File: config.mk
export PLATFORM = sky130hd
export DESIGN_NAME = sahp_host_port
export DESIGN_NICKNAME = d
export VERILOG_FILES = /design/src/include/sahp_pkg.sv /design/src/verilog/sahp_host_port.sv /design/src/verilog/sahp_conv_tick.sv
export SDC_FILE = /design/constraint.sdc
export NUM_CORES = 1
export LEC_CHECK = 0
export BUFFER_PORTS_ARGS = -buffer_cell sky130_fd_sc_hd__buf_2
export CAP_MARGIN = 10
export CORE_ASPECT_RATIO = 0.9
export CORE_MARGIN = 5
export CORE_UTILIZATION = 45
export CTS_BUF_LIST = sky130_fd_sc_hd__clkbuf_2 sky130_fd_sc_hd__clkbuf_4 sky130_fd_sc_hd__clkbuf_8
export DETAILED_ROUTE_END_ITERATION = 8
export GPL_TIMING_DRIVEN = 0
export PLACE_DENSITY = 0.74
export SLEW_MARGIN = 0
export SYNTH_ARGS = -nofsm -noshare
export SYNTH_HDL_FRONTEND = slang
export SYNTH_SLANG_ARGS = --single-unit
File: constraint.sdc
create_clock -name clk_i -period 2.74 [get_ports clk_i]
set_input_delay 0.137 -clock clk_i [delete_from_list [all_inputs] [get_ports clk_i]]
set_output_delay 0.137 -clock clk_i [all_outputs]
set_load 0.1 [all_outputs]
File: src/include/sahp_pkg.sv
// Purpose: Shared constants and types of the simultaneous ADC host port.
// Assumes: System clock of 10 MHz; all pins synchronous to it.
// Notes:   Conversion timing is counted in conversion-clock rising edges.
package sahp_pkg;

	// System and conversion clock rates
	localparam int SYS_CLK_HZ      = 10_000_000;
	localparam int INT_CONV_CLK_HZ = 15_000_000;
	// Internal conversion clock cannot exceed the system clock, so it saturates at one tick a cycle
	localparam int INT_CONV_DIV    = (SYS_CLK_HZ / INT_CONV_CLK_HZ < 1) ? 1
	                               : SYS_CLK_HZ / INT_CONV_CLK_HZ;

	// Widths
	localparam int MAX_CH   = 8;
	localparam int RESULT_W = 12;
	localparam int LOW_W    = 8;
	localparam int HIGH_W   = 4;

	// Channel-enable reset value: all channels on
	localparam logic [7:0] CFG_RESET = 8'hff;

	// Result timing in conversion-clock rising edges
	localparam logic [3:0] FIRST_RESULT_EDGE = 4'hd;
	localparam logic [3:0] NEXT_RESULT_EDGES = 4'h3;
	localparam logic [3:0] LAST_EDGE         = 4'h1;

	// Host bus strobes, all active low
	typedef struct packed {
		logic cs_n;
		logic rd_n;
		logic wr_n;
	} sahp_bus_s;

	// Sequencer states
	typedef enum logic [1:0] {
		ST_TRACK,
		ST_CONV,
		ST_DONE
	} sahp_state_e;

endpackage : sahp_pkg

File: src/verilog/sahp_host_port.sv
// Purpose: Control and host port of a 12-bit simultaneous-sampling ADC.
// Assumes: All pins synchronous to clk_i; rst_i stands in for power-up.
// Notes:   Analog core converts conv_channel_o and offers conv_data_i.
`timescale 1ns/1ps
module sahp_host_port #(
	parameter int CHANNELS = 8,
	parameter int INT_DIV  = sahp_pkg::INT_CONV_DIV
) (
	input  wire logic                          clk_i,                       // System clock
	input  wire logic                          rst_i,                       // Power-up reset
	input  wire logic                          sample_convert_strobe_i,     // Track low, hold high
	input  wire logic                          clock_source_select_i,       // High: internal
	input  wire logic                          ext_conv_clk_i,              // External clock
	input  wire logic                          power_down_i,                // Shutdown, high
	input  wire logic                          idle_channel_power_down_n_i, // Low: idle off
	input  wire sahp_pkg::sahp_bus_s           bus_i,                       // Strobes, low
	input  wire logic [sahp_pkg::LOW_W-1:0]    low_data_lines_i,            // Write data
	output logic [sahp_pkg::LOW_W-1:0]         low_data_lines_o,            // Read data low
	output logic                               low_data_lines_oe_o,         // Drive low lines
	output logic [sahp_pkg::HIGH_W-1:0]        high_data_lines_o,           // Read data high
	output logic                               high_data_lines_oe_o,        // Drive high lines
	output logic                               result_ready_n_o,            // Result pulse
	output logic                               last_result_ready_n_o,       // Last result
	output logic [sahp_pkg::MAX_CH-1:0]        track_hold_o,                // 1: hold
	output logic [sahp_pkg::MAX_CH-1:0]        channel_power_o,             // 1: powered
	output logic [2:0]                         conv_channel_o,              // Channel in work
	input  wire logic [sahp_pkg::RESULT_W-1:0] conv_data_i                  // Core result
);
	import sahp_pkg::*;

	generate
		if (!(CHANNELS == 8 || CHANNELS == 4 || CHANNELS == 2)) begin : g_bad_ch
			$error("sahp_host_port: CHANNELS must be 8, 4 or 2");
		end
	endgenerate

	localparam logic [MAX_CH-1:0] CH_MASK = MAX_CH'((1 << CHANNELS) - 1);

	// Lowest set bit: {found, index}
	function automatic logic [3:0] lowest(input logic [MAX_CH-1:0] m);
		logic [3:0] r;
		r = 4'h0;
		for (int i = MAX_CH - 1; i >= 0; i--) begin
			if (m[i]) begin
				r = {1'b1, 3'(i)};
			end
		end
		return r;
	endfunction : lowest

	////////////////////////////////////////////////////////////////////////
	// Edge detection on the host pins
	logic strobe_q;
	logic pd_q;
	logic wr_act_q;
	logic rd_act_q;
	logic strobe_rise;
	logic strobe_fall;
	logic pd_fall;
	logic start;
	logic wr_end;
	logic rd_end;

	always_ff @(posedge clk_i) begin
		if (rst_i) begin
			strobe_q <= 1'b0;
			pd_q     <= 1'b0;
			wr_act_q <= 1'b0;
			rd_act_q <= 1'b0;
		end else begin
			strobe_q <= sample_convert_strobe_i;
			pd_q     <= power_down_i;
			wr_act_q <= ~bus_i.cs_n & ~bus_i.wr_n;
			rd_act_q <= ~bus_i.cs_n & ~bus_i.rd_n;
		end
	end

	// Leaving power-down starts a conversion as a strobe rise does
	assign strobe_rise = sample_convert_strobe_i & ~strobe_q;
	assign strobe_fall = ~sample_convert_strobe_i & strobe_q;
	assign pd_fall     = pd_q & ~power_down_i;
	assign start       = (strobe_rise & ~power_down_i) | pd_fall;
	assign wr_end      = wr_act_q & bus_i.wr_n;
	assign rd_end      = rd_act_q & bus_i.rd_n;

	////////////////////////////////////////////////////////////////////////
	// Channel-enable register, write-only, untouched by power-down
	logic [MAX_CH-1:0] cfg;
	logic [MAX_CH-1:0] next_cfg;
	logic [MAX_CH-1:0] wr_data;
	logic [MAX_CH-1:0] next_wr_data;

	always_comb begin
		next_cfg     = cfg;
		next_wr_data = wr_data;
		if (~bus_i.cs_n & ~bus_i.wr_n) begin
			next_wr_data = low_data_lines_i;
		end
		if (wr_end) begin
			next_cfg = wr_data;
		end
	end

	always_ff @(posedge clk_i) begin
		if (rst_i) begin
			cfg     <= CFG_RESET;
			wr_data <= CFG_RESET;
		end else begin
			cfg     <= next_cfg;
			wr_data <= next_wr_data;
		end
	end

	////////////////////////////////////////////////////////////////////////
	// Conversion sequencer and result store
	sahp_state_e         state;
	sahp_state_e         next_state;
	logic [MAX_CH-1:0]   active;
	logic [MAX_CH-1:0]   next_active;
	logic [MAX_CH-1:0]   remain;
	logic [MAX_CH-1:0]   next_remain;
	logic [3:0]          cnt;
	logic [3:0]          next_cnt;
	logic [2:0]          cur_ch;
	logic [2:0]          next_cur_ch;
	logic [3:0]          nstored;
	logic [3:0]          next_nstored;
	logic                eoc_n;
	logic                next_eoc_n;
	logic                last_result_ready_n_n;
	logic                next_last_result_ready_n_n;
	logic [RESULT_W-1:0] res_mem [MAX_CH];
	logic [RESULT_W-1:0] next_res_mem [MAX_CH];
	logic                tick;
	logic [3:0]          low_a;
	logic [3:0]          low_r;
	logic [MAX_CH-1:0]   left;

	sahp_conv_tick #(
		.DIV                   (INT_DIV)
	) u_tick (
		.clk_i                 (clk_i),
		.rst_i                 (rst_i),
		.clock_source_select_i (clock_source_select_i),
		.ext_conv_clk_i        (ext_conv_clk_i),
		.run_i                 (state != ST_TRACK),
		.tick_o                (tick)
	);

	// Abort and power-down win over conversion progress
	always_comb begin
		next_state   = state;
		next_active  = active;
		next_remain  = remain;
		next_cnt     = cnt;
		next_cur_ch  = cur_ch;
		next_nstored = nstored;
		next_eoc_n   = eoc_n;
		next_last_result_ready_n_n  = last_result_ready_n_n;
		next_res_mem = res_mem;
		low_a        = lowest(active);
		left         = remain & ~(MAX_CH'(1) << cur_ch);
		low_r        = lowest(left);
		if (strobe_fall) begin
			next_active = cfg & CH_MASK;
			next_state  = ST_TRACK;
			next_eoc_n  = 1'b1;
			next_last_result_ready_n_n = 1'b1;
		end else if (power_down_i) begin
			next_state  = ST_TRACK;
			next_eoc_n  = 1'b1;
			next_last_result_ready_n_n = 1'b1;
		end else if (start) begin
			next_eoc_n   = 1'b1;
			next_last_result_ready_n_n  = 1'b1;
			next_nstored = 4'h0;
			next_remain  = active;
			next_cur_ch  = low_a[2:0];
			next_cnt     = FIRST_RESULT_EDGE;
			next_state   = low_a[3] ? ST_CONV : ST_TRACK;
		end else if (state == ST_CONV && tick) begin
			next_eoc_n = 1'b1;
			if (cnt == LAST_EDGE) begin
				next_res_mem[nstored[2:0]] = conv_data_i;
				next_nstored = nstored + 4'h1;
				next_eoc_n   = 1'b0;
				next_remain  = left;
				if (low_r[3]) begin
					next_cur_ch = low_r[2:0];
					next_cnt    = NEXT_RESULT_EDGES;
				end else begin
					next_last_result_ready_n_n = 1'b0;
					next_state  = ST_DONE;
				end
			end else begin
				next_cnt = cnt - 4'h1;
			end
		end else if (state == ST_DONE && tick) begin
			next_eoc_n = 1'b1;
		end
	end

	always_ff @(posedge clk_i) begin
		if (rst_i) begin
			state   <= ST_TRACK;
			active  <= CFG_RESET & CH_MASK;
			remain  <= '0;
			cnt     <= 4'h0;
			cur_ch  <= 3'h0;
			nstored <= 4'h0;
			eoc_n   <= 1'b1;
			last_result_ready_n_n  <= 1'b1;
			for (int i = 0; i < MAX_CH; i++) begin
				res_mem[i] <= '0;
			end
		end else begin
			state   <= next_state;
			active  <= next_active;
			remain  <= next_remain;
			cnt     <= next_cnt;
			cur_ch  <= next_cur_ch;
			nstored <= next_nstored;
			eoc_n   <= next_eoc_n;
			last_result_ready_n_n  <= next_last_result_ready_n_n;
			res_mem <= next_res_mem;
		end
	end

	// Every active channel holds on the same strobe level
	generate
		for (genvar k = 0; k < MAX_CH; k++) begin : g_ch
			assign track_hold_o[k]    = sample_convert_strobe_i & active[k];
			assign channel_power_o[k] = ~power_down_i & CH_MASK[k]
			                          & (idle_channel_power_down_n_i | cfg[k]);
		end
	endgenerate

	assign result_ready_n_o      = eoc_n;
	assign last_result_ready_n_o = last_result_ready_n_n;
	assign conv_channel_o        = cur_ch;

	////////////////////////////////////////////////////////////////////////
	// Read port: results only, the enable register is never visible
	logic [2:0]          rd_ptr;
	logic [2:0]          next_rd_ptr;
	logic [RESULT_W-1:0] rd_data;
	logic [RESULT_W-1:0] next_rd_data;

	always_comb begin
		next_rd_ptr  = rd_ptr;
		next_rd_data = res_mem[rd_ptr];
		if (start) begin
			next_rd_ptr = 3'h0;
		end else if (rd_end) begin
			if ({1'b0, rd_ptr} + 4'h1 >= nstored) begin
				next_rd_ptr = 3'h0;
			end else begin
				next_rd_ptr = rd_ptr + 3'h1;
			end
		end
	end

	always_ff @(posedge clk_i) begin
		if (rst_i) begin
			rd_ptr  <= 3'h0;
			rd_data <= '0;
		end else begin
			rd_ptr  <= next_rd_ptr;
			rd_data <= next_rd_data;
		end
	end

	// Drive only while both select and read are low, whatever power-down says
	assign low_data_lines_oe_o  = ~bus_i.cs_n & ~bus_i.rd_n;
	assign high_data_lines_oe_o = ~bus_i.cs_n & ~bus_i.rd_n;
	assign low_data_lines_o     = rd_data[LOW_W-1:0];
	assign high_data_lines_o    = rd_data[RESULT_W-1:LOW_W];

	////////////////////////////////////////////////////////////////////////
	// Checks: edge counter since the start, used only by the assertions
	localparam int FIRST_I = 13;
	localparam int STEP_I  = 3;
	logic [5:0] edge_cnt;

	always_ff @(posedge clk_i) begin
		if (rst_i || start) begin
			edge_cnt <= 6'h0;
		end else if (state == ST_CONV && tick && edge_cnt != 6'h3f) begin
			edge_cnt <= edge_cnt + 6'h1;
		end
	end

	property p_hold_level;
		@(posedge clk_i) disable iff (rst_i)
		!sample_convert_strobe_i |-> (track_hold_o == '0);
	endproperty
	a_hold_level: assert property (p_hold_level) else $error("hold while tracking");

	property p_hold_all;
		@(posedge clk_i) disable iff (rst_i)
		sample_convert_strobe_i |-> (track_hold_o == active);
	endproperty
	a_hold_all: assert property (p_hold_all) else $error("channels not held together");

	property p_first_edge;
		@(posedge clk_i) disable iff (rst_i)
		($fell(result_ready_n_o) && nstored == 4'h1) |-> (int'(edge_cnt) == FIRST_I);
	endproperty
	a_first_edge: assert property (p_first_edge) else $error("first result edge wrong");

	property p_last_time;
		@(posedge clk_i) disable iff (rst_i)
		$fell(last_result_ready_n_o) |->
			(int'(edge_cnt) == FIRST_I + STEP_I * (int'(nstored) - 1));
	endproperty
	a_last_time: assert property (p_last_time) else $error("last result time wrong");

	property p_pulse_end;
		@(posedge clk_i) disable iff (rst_i)
		(!result_ready_n_o && (tick || strobe_fall)) |=> result_ready_n_o;
	endproperty
	a_pulse_end: assert property (p_pulse_end) else $error("result pulse too long");

	property p_last_hold;
		@(posedge clk_i) disable iff (rst_i)
		(!last_result_ready_n_o && sample_convert_strobe_i && strobe_q && !power_down_i)
			|=> !last_result_ready_n_o;
	endproperty
	a_last_hold: assert property (p_last_hold) else $error("last flag dropped early");

	property p_defer;
		@(posedge clk_i) disable iff (rst_i)
		!strobe_fall |=> $stable(active);
	endproperty
	a_defer: assert property (p_defer) else $error("enables applied early");

	property p_write;
		@(posedge clk_i) disable iff (rst_i)
		(!bus_i.cs_n && !bus_i.wr_n) ##1 bus_i.wr_n |=> (cfg == $past(low_data_lines_i, 2));
	endproperty
	a_write: assert property (p_write) else $error("write not captured");

	property p_release;
		@(posedge clk_i) disable iff (rst_i)
		(bus_i.cs_n || bus_i.rd_n) |-> !(low_data_lines_oe_o || high_data_lines_oe_o);
	endproperty
	a_release: assert property (p_release) else $error("bus driven while idle");

	property p_wrap;
		@(posedge clk_i) disable iff (rst_i)
		(rd_end && !start && {1'b0, rd_ptr} + 4'h1 >= nstored) |=> (rd_ptr == 3'h0);
	endproperty
	a_wrap: assert property (p_wrap) else $error("read pointer did not wrap");

	property p_reset_cfg;
		@(posedge clk_i) rst_i |=> (cfg == CFG_RESET);
	endproperty
	a_reset_cfg: assert property (p_reset_cfg) else $error("enables not all on");

	c_conv_done: cover property (@(posedge clk_i) disable iff (rst_i)
		$fell(last_result_ready_n_o));
	c_abort: cover property (@(posedge clk_i) disable iff (rst_i)
		(state == ST_CONV) && strobe_fall);
	c_read_wrap: cover property (@(posedge clk_i) disable iff (rst_i)
		rd_end && rd_ptr != 3'h0 ##1 rd_ptr == 3'h0);
	c_write_conv: cover property (@(posedge clk_i) disable iff (rst_i)
		wr_end && state == ST_CONV);

endmodule : sahp_host_port

File: src/verilog/sahp_conv_tick.sv
// Purpose: Conversion clock tick source, internal divider or external clock edges.
// Assumes: External clock pin is synchronous to clk_i.
// Notes:   Ticks only while run_i is high; the divider restarts with each run.
`timescale 1ns/1ps
module sahp_conv_tick #(
	parameter int DIV = sahp_pkg::INT_CONV_DIV
) (
	input  wire logic clk_i,                 // System clock
	input  wire logic rst_i,                 // Synchronous reset, high
	input  wire logic clock_source_select_i, // High: internal clock mode
	input  wire logic ext_conv_clk_i,        // External conversion clock
	input  wire logic run_i,                 // Conversion in progress
	output logic      tick_o                 // One pulse per conversion clock edge
);
	import sahp_pkg::*;

	localparam int CW = (DIV < 2) ? 1 : $clog2(DIV);

	generate
		if (DIV < 1) begin : g_bad_div
			$error("sahp_conv_tick: DIV must be at least 1");
		end
	endgenerate

	logic [CW-1:0] div_cnt;
	logic [CW-1:0] next_div_cnt;
	logic          ext_q;
	logic          next_ext_q;
	logic          div_hit;

	////////////////////////////////////////////////////////////////////////
	// Divider restarts at each run so the first tick is a full period late
	always_comb begin
		div_hit      = (div_cnt == CW'(DIV - 1));
		next_ext_q   = ext_conv_clk_i;
		next_div_cnt = div_cnt;
		if (!run_i || div_hit) begin
			next_div_cnt = '0;
		end else begin
			next_div_cnt = div_cnt + CW'(1);
		end
	end

	always_ff @(posedge clk_i) begin
		if (rst_i) begin
			div_cnt <= '0;
			ext_q   <= 1'b0;
		end else begin
			div_cnt <= next_div_cnt;
			ext_q   <= next_ext_q;
		end
	end

	// External mode counts only rising edges of the supplied clock
	assign tick_o = run_i & (clock_source_select_i ? div_hit
	                                               : (ext_conv_clk_i & ~ext_q));

endmodule : sahp_conv_tick

=== Word level (Yosys, flattened, before mapping) ===
Index checks and enable logic that the tools add are counted.

* Add/subtract/negate cells: 5
* Bitwise gates (word level): 50
* Muxes and demuxes: 46
* Equality and inequality tests: 5
* $lt $le $gt $ge: 4
* Shift-type cells: 1
* Reduce and logical (&&, ||, !) cells: 20

{| class="wikitable"
|+ Operators with widths
! cell !! count
|-
| $bwmux W96 || 1
|-
| $mux W4 || 23
|-
| $bmux W12 S3 || 1
|-
| $demux W12 S3 || 1
|-
| $mux W12 || 3
|-
| $and A1 B1 Y1 || 26
|-
| $mux W8 || 3
|-
| $mux W3 || 5
|-
| $not A1 Y1 || 11
|-
| $reduce_and A5 Y1 || 2
|-
| $reduce_bool A2 Y1 || 5
|-
| $or A1 B1 Y1 || 9
|-
| $and A8 B8 Y8 || 1
|-
| $ge A4 B4 Y1 const B || 2
|-
| $mux W2 || 4
|-
| $not A3 Y4 || 2
|-
| $not A8 Y8 || 1
|-
| $reduce_and A4 Y1 || 2
|-
| $shl A1 B3 Y8 const A || 1
|-
| $reduce_and A3 Y1 || 2
|-
| $mux W1 || 5
|-
| $add A3 B1 Y4 const B || 1
|-
| $add A4 B1 Y4 const B || 1
|-
| $eq A4 B1 Y1 const B || 1
|-
| 15 further kinds || 18
|}

* Flip-flop bits (word level): 164
* Bits of input ports: 30

=== Longest topological paths before layout ===
Gate-level depths: netlist of the first run.

* Depth after elaboration: 15
* Depth in mapped cells: 10
* Depth with buffers taken out: 8

=== Cells and area by module ===
From an unflattened synthesis of the first run, not the netlist that was laid out.

* Cell total of the unflattened synthesis: 852
* Area total of the unflattened synthesis: 7328.3 sq um

{| class="wikitable"
|+ By module, submodules not included
! module !! sequential area each (sq um) !! cells each !! times used !! area an instance (sq um)
|-
| sahp_host_port || 3243.1 || 845 || 1 || 7244.4
|-
| sahp_conv_tick || 40.0 || 7 || 1 || 83.8
|}

=== Worst setup path after synthesis of the first run ===
No wires, ideal clock.

* Path kind: flip-flop to flip-flop
* Start point: register cur_ch[1], in the netlist conv_channel_o[1]
* End point: register cnt[0]
* Path slack: -0.023 ns
* Setup time: 0.119 ns
* Cell stages (with the launch flop): 7
* Clock period less this slack: 2.763 ns
* Data arrival time: 2.644 ns
* Required time: 2.621 ns
* Cell sequence: dfxtp_1 -> clkbuf_1 -> mux2_2 -> or4_1 -> a21oi_1 -> a31oi_1 -> o221a_2

* Longest elaborated chain between the ends: 13

{| class="wikitable"
|+ RTL lines
! item !! line !! text
|-
| start: declaration || sahp_host_port.sv:124 || <nowiki>logic [2:0] cur_ch;</nowiki>
|-
| start signal: assignment || sahp_host_port.sv:221 || <nowiki>cur_ch <= next_cur_ch;</nowiki>
|-
| $shl A1 B3 Y8 (*) || sahp_host_port.sv:162 || <nowiki>left = remain & ~(MAX_CH'(1) << cur_ch);</nowiki>
|-
| $not A8 Y8 (*) || sahp_host_port.sv:162 ||
|-
| $and A8 B8 Y8 (*) || sahp_host_port.sv:162 ||
|-
| $mux W4 (7 in series) || sahp_host_port.sv:44 || <nowiki>if (m[i]) begin</nowiki>
|-
| $mux W4 (*) || sahp_host_port.sv:44 ||
|-
| $ne A3 B3 Y1 (no source line) (*) || n/a ||
|-
| $reduce_and A4 Y1 (no source line) (*) || n/a ||
|-
| end signal: assignment || sahp_host_port.sv:220 || <nowiki>cnt <= next_cnt;</nowiki>
|-
| end: declaration || sahp_host_port.sv:122 || <nowiki>logic [3:0] cnt;</nowiki>
|}

Mark *: on every way between the ends. The rest lies on a longest branch, timed or not.
A chain may end at the register's enable or synchronous reset.

=== Final worst setup path of the first run ===
* Start point: register rd_ptr[0]
* End point: register rd_ptr[1]

* Longest elaborated chain between the ends: 3

{| class="wikitable"
|+ RTL lines
! item !! line !! text
|-
| start: declaration || sahp_host_port.sv:244 || <nowiki>logic [2:0] rd_ptr;</nowiki>
|-
| start signal: assignment || sahp_host_port.sv:268 || <nowiki>rd_ptr <= next_rd_ptr;</nowiki>
|-
| $add A3 B1 Y4 || sahp_host_port.sv:255 || <nowiki>if ({1'b0, rd_ptr} + 4'h1 >= nstored) begin</nowiki>
|-
| $ge A4 B4 Y1 || sahp_host_port.sv:255 ||
|-
| $mux W3 (*) || sahp_host_port.sv:255 ||
|}

Marks and branches as above.

==> results.txt, run 1 <==
Final min period = 2.571 ns
Worst Clk Skew = 0.01333 ns
DR iter-0 viols = 419
CTS tree = built
Die X = 144.5 um
crit start category = flop
overall routing resource usage = 0.1959
LEAKAGE = 3.885 nW
gpl congestion = 0.8066
Seq/Total Area, Yosys = 0.4480
final setup vio count = 0
Hold Path Stages = 3
Max clock buf depth = 2
Max stage delay cell, worst path = clkbuf_1
global route overflow = 0
ys flop type = dfxtp_1
crit path kind = reg2reg
vias in the first global route = 5652
first-pass GRT wire length = 28790 um
Tcrit/Tclk final = 0.9384
initial core utilization = 0.4559
Synth Cell Area = 0.007328 mm2
cell family with most CP delay = buffers and inverters
yosys warns = 0
Crit Path Max Fanout = 10
Distinct cells, synth = 55
WP depth = 7
fin area = 0.008388 mm2
FF/Latch Area = 0.003286 mm2
syn_nets = 813
CTS buffer count = 17
slew margin rel. = 0.4559
H-tree depth = 4
# DRC = 0
RSZ-0062 raised after global routing = false
crit path buf inv count = 2
Layout area overhead = 14.46%
Critical Path RT = 3.12 ns
Yosys top cell area share = 0.4480
Post-synth EDFFs = 0
Least-Margin Pin Slew = 0.8161 ns
Via density = 5.414
leading area contributor after synthesis = dfxtp_1
final non-filler cell total = 1076
initial antenna violation count = 0
Cell Chain, Critical Path = clkbuf_1, buf_2, and3_1, ha_1, a21oi_1, nand4_1, a21boi_0
P per Cell Area = 573.3 mW/mm2
ANT cells = 0
clock latency on the worst-skew pair = 0.46 ns
# rows = 44
status = complete, no violations
largest net degree at the start of global routing = 17
Initial DRT Pass Iterations = 5
Core Box Area = 0.01608 mm2
Worst-path clk slew = 0.09 ns
Final Hold Vio Count = 0
R2R depth = 7
Pins Over Slew Limit = 0
Peak Freq = 388.9 MHz
Routed Antenna Nets = 0
DIE HEIGHT = 131.1 um
Clock Sinks = 164
mean routed wirelength per cell = 16.58 um
CP endpoint kind = flop
die area = 0.01894 mm2
r2r setup slk = 0.17 ns
final-stage net count = 894
synth top area cells = dfxtp_1 45%, mux2i_1 15%, nor2_1 7.9%
share of cells above drive strength 1 = 0.1542
Synth Area per Inst = 9.456 um2
Fillers = 1462
vias = 5826
FF+latch count, synth = 164
WL final = 17840 um
DP Wirelength = 12230 um
I/O Pins = 65
Max stage delay on crit path = 0.64 ns
port bufs = 50
dpl cells = 1032
Max-Cap Viols = 0
cell count after synthesis = 775
arrival time at the worst endpoint = 2.95 ns
Root Driver = clkbuf_8
worst vdd ir = 294.7 uV
placed instance area = 0.007839 mm2
Async SR Flop Fraction = 0
multi-input logic area = 0.003710 mm2
Hold Crit Class = in2reg
==> cell families (layout without fill, tap and decap cells) <==
group	after synthesis	in the layout	synth area share
other	1	1	0.0005117
AO/OA/AOI/OAI	80	80	0.07393
buffers and inverters	81	175	0.04866
multiplexers	137	137	0.2286
adder cells (fa/ha/maj)	8	8	0.01366
AND/OR/NAND/NOR	301	301	0.1830
XOR/XNOR	3	3	0.003586
flip-flops	164	164	0.4480
==> registers in the layout (all words and copies together), names as in the netlist <==
signal	cells
state	2
active	8
result_ready_n_o	1
u_tick.ext_q	1
conv_channel_o	3
wr_act_q	1
strobe_q	1
rd_ptr	3
rd_act_q	1
remain	8
cfg	8
cnt	4
pd_q	1
u_tick.div_cnt	1
last_result_ready_n_o	1
rd_data	12
wr_data	8
res_mem	96
nstored	4
==> through the flow <==
stage | hold WS [ns] | TNS, ns | setup WS [ns] | power [mW] | util
final | 0.09320 | 0 | 0.1688 | 4.809 | 0.5218
after global routing | 0.1066 | 0 | 0.01274 | 4.988 | 0.5218
after CTS | 0.06479 | 0 | 0.1064 | 4.829 | 0.5198
after detailed placement | 0.3567 | -0.01753 | -0.01753 | 3.064 | 0.4876
after global placement | 0.3548 | -0.001937 | -0.001937 | 3.057 | 0.4876
after floorplan | 0.2163 | 0 | 0.2126 | 2.934 | -
==> repair_timing <==
| action | in CTS | in global routing |
|---|---|---|
| hold buffers | 11 | 0 |
| endpoints found under the setup margin | 2 | 42 |
| gates resized for setup | 1 | 6 |
| pin swaps | 0 | 1 |
| hold endpoints to repair | 11 | 0 |
| buffers inserted | 0 | 1 |
==> power breakdown <==
group / total [mW] / internal [mW] / leakage, nW / switching [mW]
clock network: 1.78 / 0.862 / 0.212 / 0.914
registers: 2.47 / 2.43 / 1.33 / 0.0448
logic: 0.561 / 0.158 / 2.34 / 0.403
==> cell usage in the layout, fill, tap and decap left out, types with 11 or more instances in the layout <==
| cell | n |
|---|---|
| nor2_1 | 155 |
| dfxtp_1 | 162 |
| inv_1 | 14 |
| mux4_2 | 24 |
| buf_2 | 57 |
| dlygate4sd3_1 | 11 |
| clkbuf_8 | 18 |
| nand3_1 | 39 |
| mux2i_1 | 110 |
| o21ai_0 | 21 |
| a21oi_1 | 15 |
| clkbuf_1 | 52 |
| nand2_1 | 50 |
==> worst paths after layout <==
check	startpoint	end
worst max-delay path	rd_ptr[0]$_SDFFE_PP0P_	rd_ptr[1]$_SDFFE_PP0P_
worst min register to register	last_result_ready_n_o$_SDFFE_PP1P_	last_result_ready_n_o$_SDFFE_PP1P_
worst min-delay path	conv_data_i[2]	res_mem[50]$_SDFFE_PP0P_
worst max register to register	rd_ptr[0]$_SDFFE_PP0P_	rd_ptr[1]$_SDFFE_PP0P_
==> cell usage after synthesis (2+ instances only) <==
cell type and instances:
o21ai_0 21, nor2_1 155, mux2_2 3, a21o_1 5, a311oi_1 2, nor3b_2 2
clkbuf_1 53, nand3b_1 2, ha_1 8, a211oi_1 3, a21oi_1 15, xnor2_1 2
mux2i_1 110, o311ai_0 2, a211o_1 2, or2_2 2, buf_2 8, a21boi_0 4
o211ai_1 4, and2_1 8, nand2_1 50, inv_1 14, dfxtp_1 164, buf_6 3
nand2b_1 7, a32o_1 6, o22a_1 3, mux4_2 24, nor3b_1 3, or3_1 4
nor3_1 7, a31oi_1 5, nor2b_1 10, and3_1 2, nor4_1 4, nand3_1 39
==> metal layers <==
metal	track usage	part of all wire	vias up
li1	-	-	2838
met1	0.2712	0.47	2803
met2	0.3062	0.46	160
met3	0.03881	0.052	25
met4	0.07076	0.020	0
met5	0	0	-
==> final cells by class <==
type / instances / share of cell area
Sequential cell: 164 / 0.3917
Clock inverter: 13 / 0.01790
Timing Repair Buffer: 62 / 0.04385
Clock buffer: 19 / 0.03043
Inverter: 14 / 0.006265
Tap cell: 207 / 0.03088
Multi-Input combinational cell: 530 / 0.4423
Buffer: 67 / 0.03669
==> worst reg2reg max path, stage by stage, from the launching register on <==
cell and delay [ns]:
dfxtp_1 0.39, clkbuf_1 0.64, buf_2 0.46, and3_1 0.22, ha_1 0.23, a21oi_1 0.27, nand4_1 0.13, a21boi_0 0.16
No activity file was read; power rests on OpenSTA's default activity.
==> run 2, diff against run 1 <==
RECOVER_POWER = 50   (was unset)
==> run 2 against run 1 <==
Effect of this change:
- cell count stayed put
- register-to-register slack hardly changed
- combinational power is 1% lower
- non-clock buffer count stayed put
- final area is 0.66% lower
==> results.txt, run 2 (synthesis results as in run 1) <==
status = complete, no violations
Crit Path Max Fanout = 10 (unchanged)
top flop regs = res_mem x96, rd_data x12
switching share of power = 0.2844 (+0.001242)
most frequent cells in the layout = 163 x dfxtp_1, 155 x nor2_1, 110 x mux2i_1
final setup vio count = 0 (unchanged)
initial antenna violation count = 0 (unchanged)
Routed Antenna Nets = 0 (unchanged)
I/O Pins = 65 (unchanged)
H-tree depth = 4 (unchanged)
Via density = 5.379 (-0.65%)
DP Wirelength = 12230 um (unchanged)
DIE HEIGHT = 131.1 um (unchanged)
gpl congestion = 0.8066 (unchanged)
Fillers = 1484 (+1.5%)
initial core utilization = 0.4559 (unchanged)
routing usage on met1 = 0.2712 (unchanged)
Root Driver = clkbuf_8
placed instance area = 0.007839 mm2 (unchanged)
multi-input logic area = 0.003710 mm2 (unchanged)
final-stage net count = 894 (unchanged)
vias in the first global route = 5652 (unchanged)
Max clock buf depth = 2 (unchanged)
fin area = 0.008333 mm2 (-0.66%)
vias = 5788 (-0.65%)
Core Box Area = 0.01608 mm2 (unchanged)
overall routing resource usage = 0.1959 (unchanged)
largest net degree at the start of global routing = 17 (unchanged)
mean routed wirelength per cell = 16.62 um (+0.21%)
FF/Latch Area = 0.003284 mm2 (about the same)
ANT cells = 0 (unchanged)
Max-Cap Viols = 0 (unchanged)
Clock Sinks = 164 (unchanged)
worst vdd ir = 294.5 uV (about the same)
CTS buffer count = 17 (unchanged)
global route overflow = 0 (unchanged)
Hold Crit Class = in2reg
Layout area overhead = 13.71%
LEAKAGE = 3.759 nW (-3.2%)
CTS tree = built
Gate power share = 0.115 (-0.002)
CP endpoint kind = flop
RSZ-0062 raised after global routing = false
die area = 0.01894 mm2 (unchanged)
most common cell after layout, fill and taps aside = dfxtp_1
share of cells above drive strength 1 = 0.1093 (-0.04488)
final non-filler cell total = 1076 (unchanged)
crit start category = flop
M3 GR Usage = 0.03881 (unchanged)
Die X = 144.5 um (unchanged)
arrival time at the worst endpoint = 2.94 ns (about the same)
Initial DRT Pass Iterations = 5 (unchanged)
GRT met2 Usage = 0.3062 (unchanged)
Most Crowded Layer GR = met2
slew margin rel. = 0.2011 (-0.2548)
sequential power share = 0.514 (about the same)
Tcrit/Tclk final = 0.9366 (-0.001789)
Least-Margin Pin Slew = 1.203 ns (+0.3873 ns)
Critical Path RT = 3.12 ns (about the same)
dpl cells = 1032 (unchanged)
first-pass GRT wire length = 28790 um (unchanged)
P per Cell Area = 577.0 mW/mm2 (+0.64%)
Pins Over Slew Limit = 0 (unchanged)
Worst Clk Skew = 0.01361 ns (+0.0002778 ns)
Clock power frac = 0.370 (about the same)
clock latency on the worst-skew pair = 0.46 ns (about the same)
# rows = 44 (unchanged)
Most flops, register = res_mem
Largest register FFs = 96 (unchanged)
Final Hold Vio Count = 0 (unchanged)
crit path kind = reg2reg
port bufs = 50 (unchanged)
Final min period = 2.566 ns (-0.004903 ns)
# DRC = 0 (unchanged)
Worst-path clk slew = 0.09 ns (about the same)
Peak Freq = 389.7 MHz (+0.19%)
DR iter-0 viols = 461 (+10%)
switching pwr = 1.367 mW (+0.42%)
Int Pwr = 3.441 mW (-0.19%)
WL final = 17880 um (+0.21%)
run 2: cell count changes in the layout (fill, tap and decap cells not counted), sizes merged:
cell | previous run | this run
buf | 65 | 24
clkbuf | 72 | 113
run 2: layout make-up:
| type | instances | share of cell area |
|---|---|---|
| clock inverter | 13 | 0.01802 |
| buffer | 67 | 0.03589 |
| multi-input combinational | 530 | 0.4452 |
| clock buffer | 19 | 0.03063 |
| tap | 207 | 0.03108 |
| timing repair buffer | 62 | 0.03874 |
| sequential | 164 | 0.3941 |
| inverter | 14 | 0.006306 |
run 2: routing by layer:
layer | vias to the layer above | wire (um)
met5 | - | 0
met4 | 0 | 353
met3 | 25 | 859
met2 | 131 | 8149
met1 | 2789 | 8518
li1 | 2843 | -
run 2: repair_timing:
action                                  4_1_cts  5_1_grt
endpoints found under the setup margin        2       42
resized for setup                             1        6
pin swaps                                     0        1
setup buffers                                 0        1
gates cloned                                  0        0
hold buffers                                 11        0
endpoints found under the hold margin        11        0
run 2: stage by stage:
stage / hold slack [ns] / setup TNS [ns] / worst slack [ns] / power (mW) / utilization
2_1_floorplan: 0.2163 / 0 / 0.2126 / 2.934 / -
3_3_place_gp: 0.3548 / -0.001937 / -0.001937 / 3.057 / 0.4876
3_5_place_dp: 0.3567 / -0.01753 / -0.01753 / 3.064 / 0.4876
4_1_cts: 0.06479 / 0 / 0.1064 / 4.829 / 0.5198
5_1_grt: 0.1066 / 0 / 0.01274 / 4.982 / 0.5184
6_report: 0.09527 / 0 / 0.1737 / 4.808 / 0.5184
run 2: power groups by stage:
stage          clock (mW)  sequential, mW  combinational (mW)
2_1_floorplan           0            2.54               0.390
3_3_place_gp            0            2.52               0.533
3_5_place_dp            0            2.53               0.538
4_1_cts              1.81            2.47               0.552
5_1_grt              1.90            2.48               0.600
6_report             1.78            2.47               0.555
run 2: path summary, 6_finish.rpt:
path	cells after the start	endpoint	start	slack, ns
min	3	res_mem[19]$_SDFFE_PP0P_	conv_data_i[7]	0.1
min reg2reg	2	last_result_ready_n_o$_SDFFE_PP1P_	last_result_ready_n_o$_SDFFE_PP1P_	0.46
max	7	rd_ptr[1]$_SDFFE_PP0P_	rd_ptr[0]$_SDFFE_PP0P_	0.17
max reg2reg	7	rd_ptr[1]$_SDFFE_PP0P_	rd_ptr[0]$_SDFFE_PP0P_	0.17
run 2: worst max-delay path, stage by stage (launching register included):
cell,delay [ns]
dfxtp_1,0.39
clkbuf_1,0.64
buf_2,0.46
and3_1,0.22
ha_1,0.23
a21oi_1,0.26
nand4_1,0.13
a21boi_0,0.16
==> run 3, diff against run 2 <==
CTS_CLUSTER_SIZE = 24   (was unset)
clock period = 2.89 ns   (was 2.74 ns; I/O delays follow)
==> run 3 against run 2 <==
Effect of this change:
- worst hold slack got worse by 0.011 ns
- total power decreased by 3.3%
- sequential cell count unchanged
- utilization about the same
- first-iteration DRC count decreased by 25%
- maximum frequency decreased by 4.1%
- sequential power decreased by 5%
- worst setup slack improved by 0.041 ns
- sequential share of layout area about the same
- cell count about the same
- critical path depth increased by 2
- clock-buffer cell count decreased by 2
- critical endpoint is now res_mem[4]$_SDFFE_PP0P_
- largest power group unchanged
==> results.txt, run 3 (synthesis results as in run 1) <==
Peak Freq = 373.8 MHz (-4.1%)
Max-Cap Viols = 0 (unchanged)
die area = 0.01894 mm2 (unchanged)
sequential power share = 0.504 (-0.010)
vias in the first global route = 5589 (-1.1%)
FF-to-FF End = res_mem[4]$_SDFFE_PP0P_
Gate power share = 0.112 (-0.003)
DP Wirelength = 12140 um (-0.71%)
# rows = 44 (unchanged)
Min Hold Slack = 0.08414 ns (-0.01114 ns)
most common cell after layout, fill and taps aside = dfxtp_1
clock latency on the worst-skew pair = 0.48 ns (+0.02 ns)
fin area = 0.008328 mm2 (about the same)
final-stage net count = 893 (-0.11%)
I/O Pins = 65 (unchanged)
most frequent cells in the layout = 164 x dfxtp_1, 155 x nor2_1, 110 x mux2i_1
mean routed wirelength per cell = 16.94 um (+1.9%)
Most flops, register = res_mem
slew margin rel. = 0.2063 (+0.005153)
Initial DRT Pass Iterations = 5 (unchanged)
Final min period = 2.675 ns (+0.1092 ns)
final setup vio count = 0 (unchanged)
largest net degree at the start of global routing = 17 (unchanged)
r2r setup slk = 0.21 ns (+0.04 ns)
switching share of power = 0.2862 (+0.001885)
initial core utilization = 0.4559 (unchanged)
Fillers = 1503 (+1.3%)
Final Hold Vio Count = 0 (unchanged)
Int Pwr = 3.319 mW (-3.5%)
DIE HEIGHT = 131.1 um (unchanged)
global route overflow = 0 (unchanged)
Core Box Area = 0.01608 mm2 (unchanged)
WL final = 18210 um (+1.8%)
# DRC = 0 (unchanged)
crit start category = flop
status = complete, no violations
Crit Path Max Fanout = 10 (unchanged)
LEAKAGE = 3.756 nW (about the same)
Die X = 144.5 um (unchanged)
Reg-to-Reg Start = cnt[0]$_SDFFE_PP0P_
switching pwr = 1.331 mW (-2.6%)
ANT cells = 0 (unchanged)
Root Driver = clkbuf_8
DR iter-0 viols = 348 (-25%)
RSZ-0062 raised after global routing = false
Pins Over Slew Limit = 0 (unchanged)
initial antenna violation count = 0 (unchanged)
Worst setup endpoint = res_mem[4]$_SDFFE_PP0P_
Clock power frac = 0.384 (+0.014)
Largest register FFs = 96 (unchanged)
H-tree depth = 4 (unchanged)
Max clock buf depth = 2 (unchanged)
crit path kind = reg2reg
CTS buffer count = 17 (unchanged)
Clock Sinks = 164 (unchanged)
post-layout util = 0.5181 (about the same)
Routed Antenna Nets = 0 (unchanged)
worst vdd ir = 307.6 uV (+4.4%)
top flop regs = res_mem x96, rd_data x12
Worst Clk Skew = 0.02068 ns (+0.007078 ns)
port bufs = 50 (unchanged)
first-pass GRT wire length = 29370 um (+2.0%)
crit path from = cnt[0]$_SDFFE_PP0P_
Hold Crit Class = in2reg
Tcrit/Tclk final = 0.9258 (-0.01084)
arrival time at the worst endpoint = 3.02 ns (+0.08 ns)
share of cells above drive strength 1 = 0.1071 (-0.002178)
Layout area overhead = 13.64% (about the same)
Worst-path clk slew = 0.09 ns (about the same)
overall routing resource usage = 0.1999 (+0.004041)
Least-Margin Pin Slew = 1.196 ns (-0.007762 ns)
gpl congestion = 0.8061 (about the same)
vias = 5803 (+0.26%)
CTS tree = built
Critical Path RT = 3.23 ns (+0.11 ns)
P per Cell Area = 558.4 mW/mm2 (-3.2%)
R2R depth = 9 (+2)
setup_tns = 0 ns (unchanged)
CP endpoint kind = flop
placed instance area = 0.007838 mm2 (about the same)
Post-CTS Setup Repair Bufs = 0 (unchanged)
Via density = 5.398 (+0.35%)
run 3: cell types whose count changed in the layout (fill, tap and decap cells not counted), sizes merged:
| cell | before | now |
|---|---|---|
| buf | 24 | 25 |
| clkbuf | 113 | 109 |
| bufinv | 2 | 3 |
| clkinvlp | 0 | 2 |
| clkinv | 7 | 2 |
| inv | 18 | 22 |
run 3: power by group through the flow:
stage / logic [mW] / clock network (mW) / registers [mW]
3_3_place_gp: 0.505 / 0 / 2.39
3_5_place_dp: 0.509 / 0 / 2.40
2_1_floorplan: 0.370 / 0 / 2.41
4_1_cts: 0.523 / 1.81 / 2.34
5_1_grt: 0.563 / 1.91 / 2.35
6_report: 0.521 / 1.79 / 2.34
run 3: how the worst min path moves through the flow:
| stage | start | to | slack, ns | depth (start not counted) |
|---|---|---|---|---|
| 3_5_place_dp | low_data_lines_i[7] | wr_data[7]$_SDFFE_PP1P_ | 0.36 | 3 |
| 2_1_floorplan | bus_i[1] | rd_act_q$_SDFF_PP0_ | 0.22 | 1 |
| 6_report | conv_data_i[10] | res_mem[58]$_SDFFE_PP0P_ | 0.08 | 3 |
| 4_1_cts | bus_i[2] | wr_data[7]$_SDFFE_PP1P_ | 0.06 | 4 |
| 3_3_place_gp | low_data_lines_i[2] | wr_data[2]$_SDFFE_PP1P_ | 0.36 | 3 |
| 5_1_grt | conv_data_i[10] | res_mem[46]$_SDFFE_PP0P_ | 0.1 | 3 |
run 3: worst max-delay path, cell delays in order (launching register included):
cell and delay [ns]:
dfxtp_1 0.41, ha_1 0.20, nor3b_2 0.20, o211ai_1 0.24
or4_4 0.56, or2_1 0.24, clkbuf_1 0.14, buf_2 0.27
mux2i_1 0.25, nor2_1 0.06
run 3: layer usage:
layer | global-route usage | wire length [um]
met1 | 0.2794 | 8841
met2 | 0.3114 | 8330
met3 | 0.04353 | 783
met4 | 0.06253 | 253
met5 | 0 | 0
run 3: area by class of cell:
class,count,area [um2],share of cell area
multi-input cells,530,3690,0.4431
flip-flops and latches,164,3283,0.3942
repair buffers,61,315.3,0.03786
plain buffers,67,304.0,0.03651
well taps,207,259.0,0.03110
clock buffers,17,234.0,0.02809
clock inverters,15,190.2,0.02284
inverters,14,52.55,0.006310
run 3: metrics by stage:
| step | setup slack [ns] | std cells | power (mW) |
|---|---|---|---|
| 6_report | 0.2145 | 1075 | 4.650 |
| 5_1_grt | 0.06445 | 1075 | 4.822 |
| 4_1_cts | 0.09667 | 1075 | 4.680 |
| 3_5_place_dp | 0.1088 | 1032 | 2.904 |
| 3_3_place_gp | 0.2159 | 1032 | 2.899 |
| 2_1_floorplan | 0.1274 | 775 | 2.781 |
run 3: what timing repair did:
item / CTS / global route
resized for setup: 0 / 3
hold buffers: 11 / 0
endpoints found under the hold margin: 11 / 0
endpoints found under the setup margin: 0 / 4
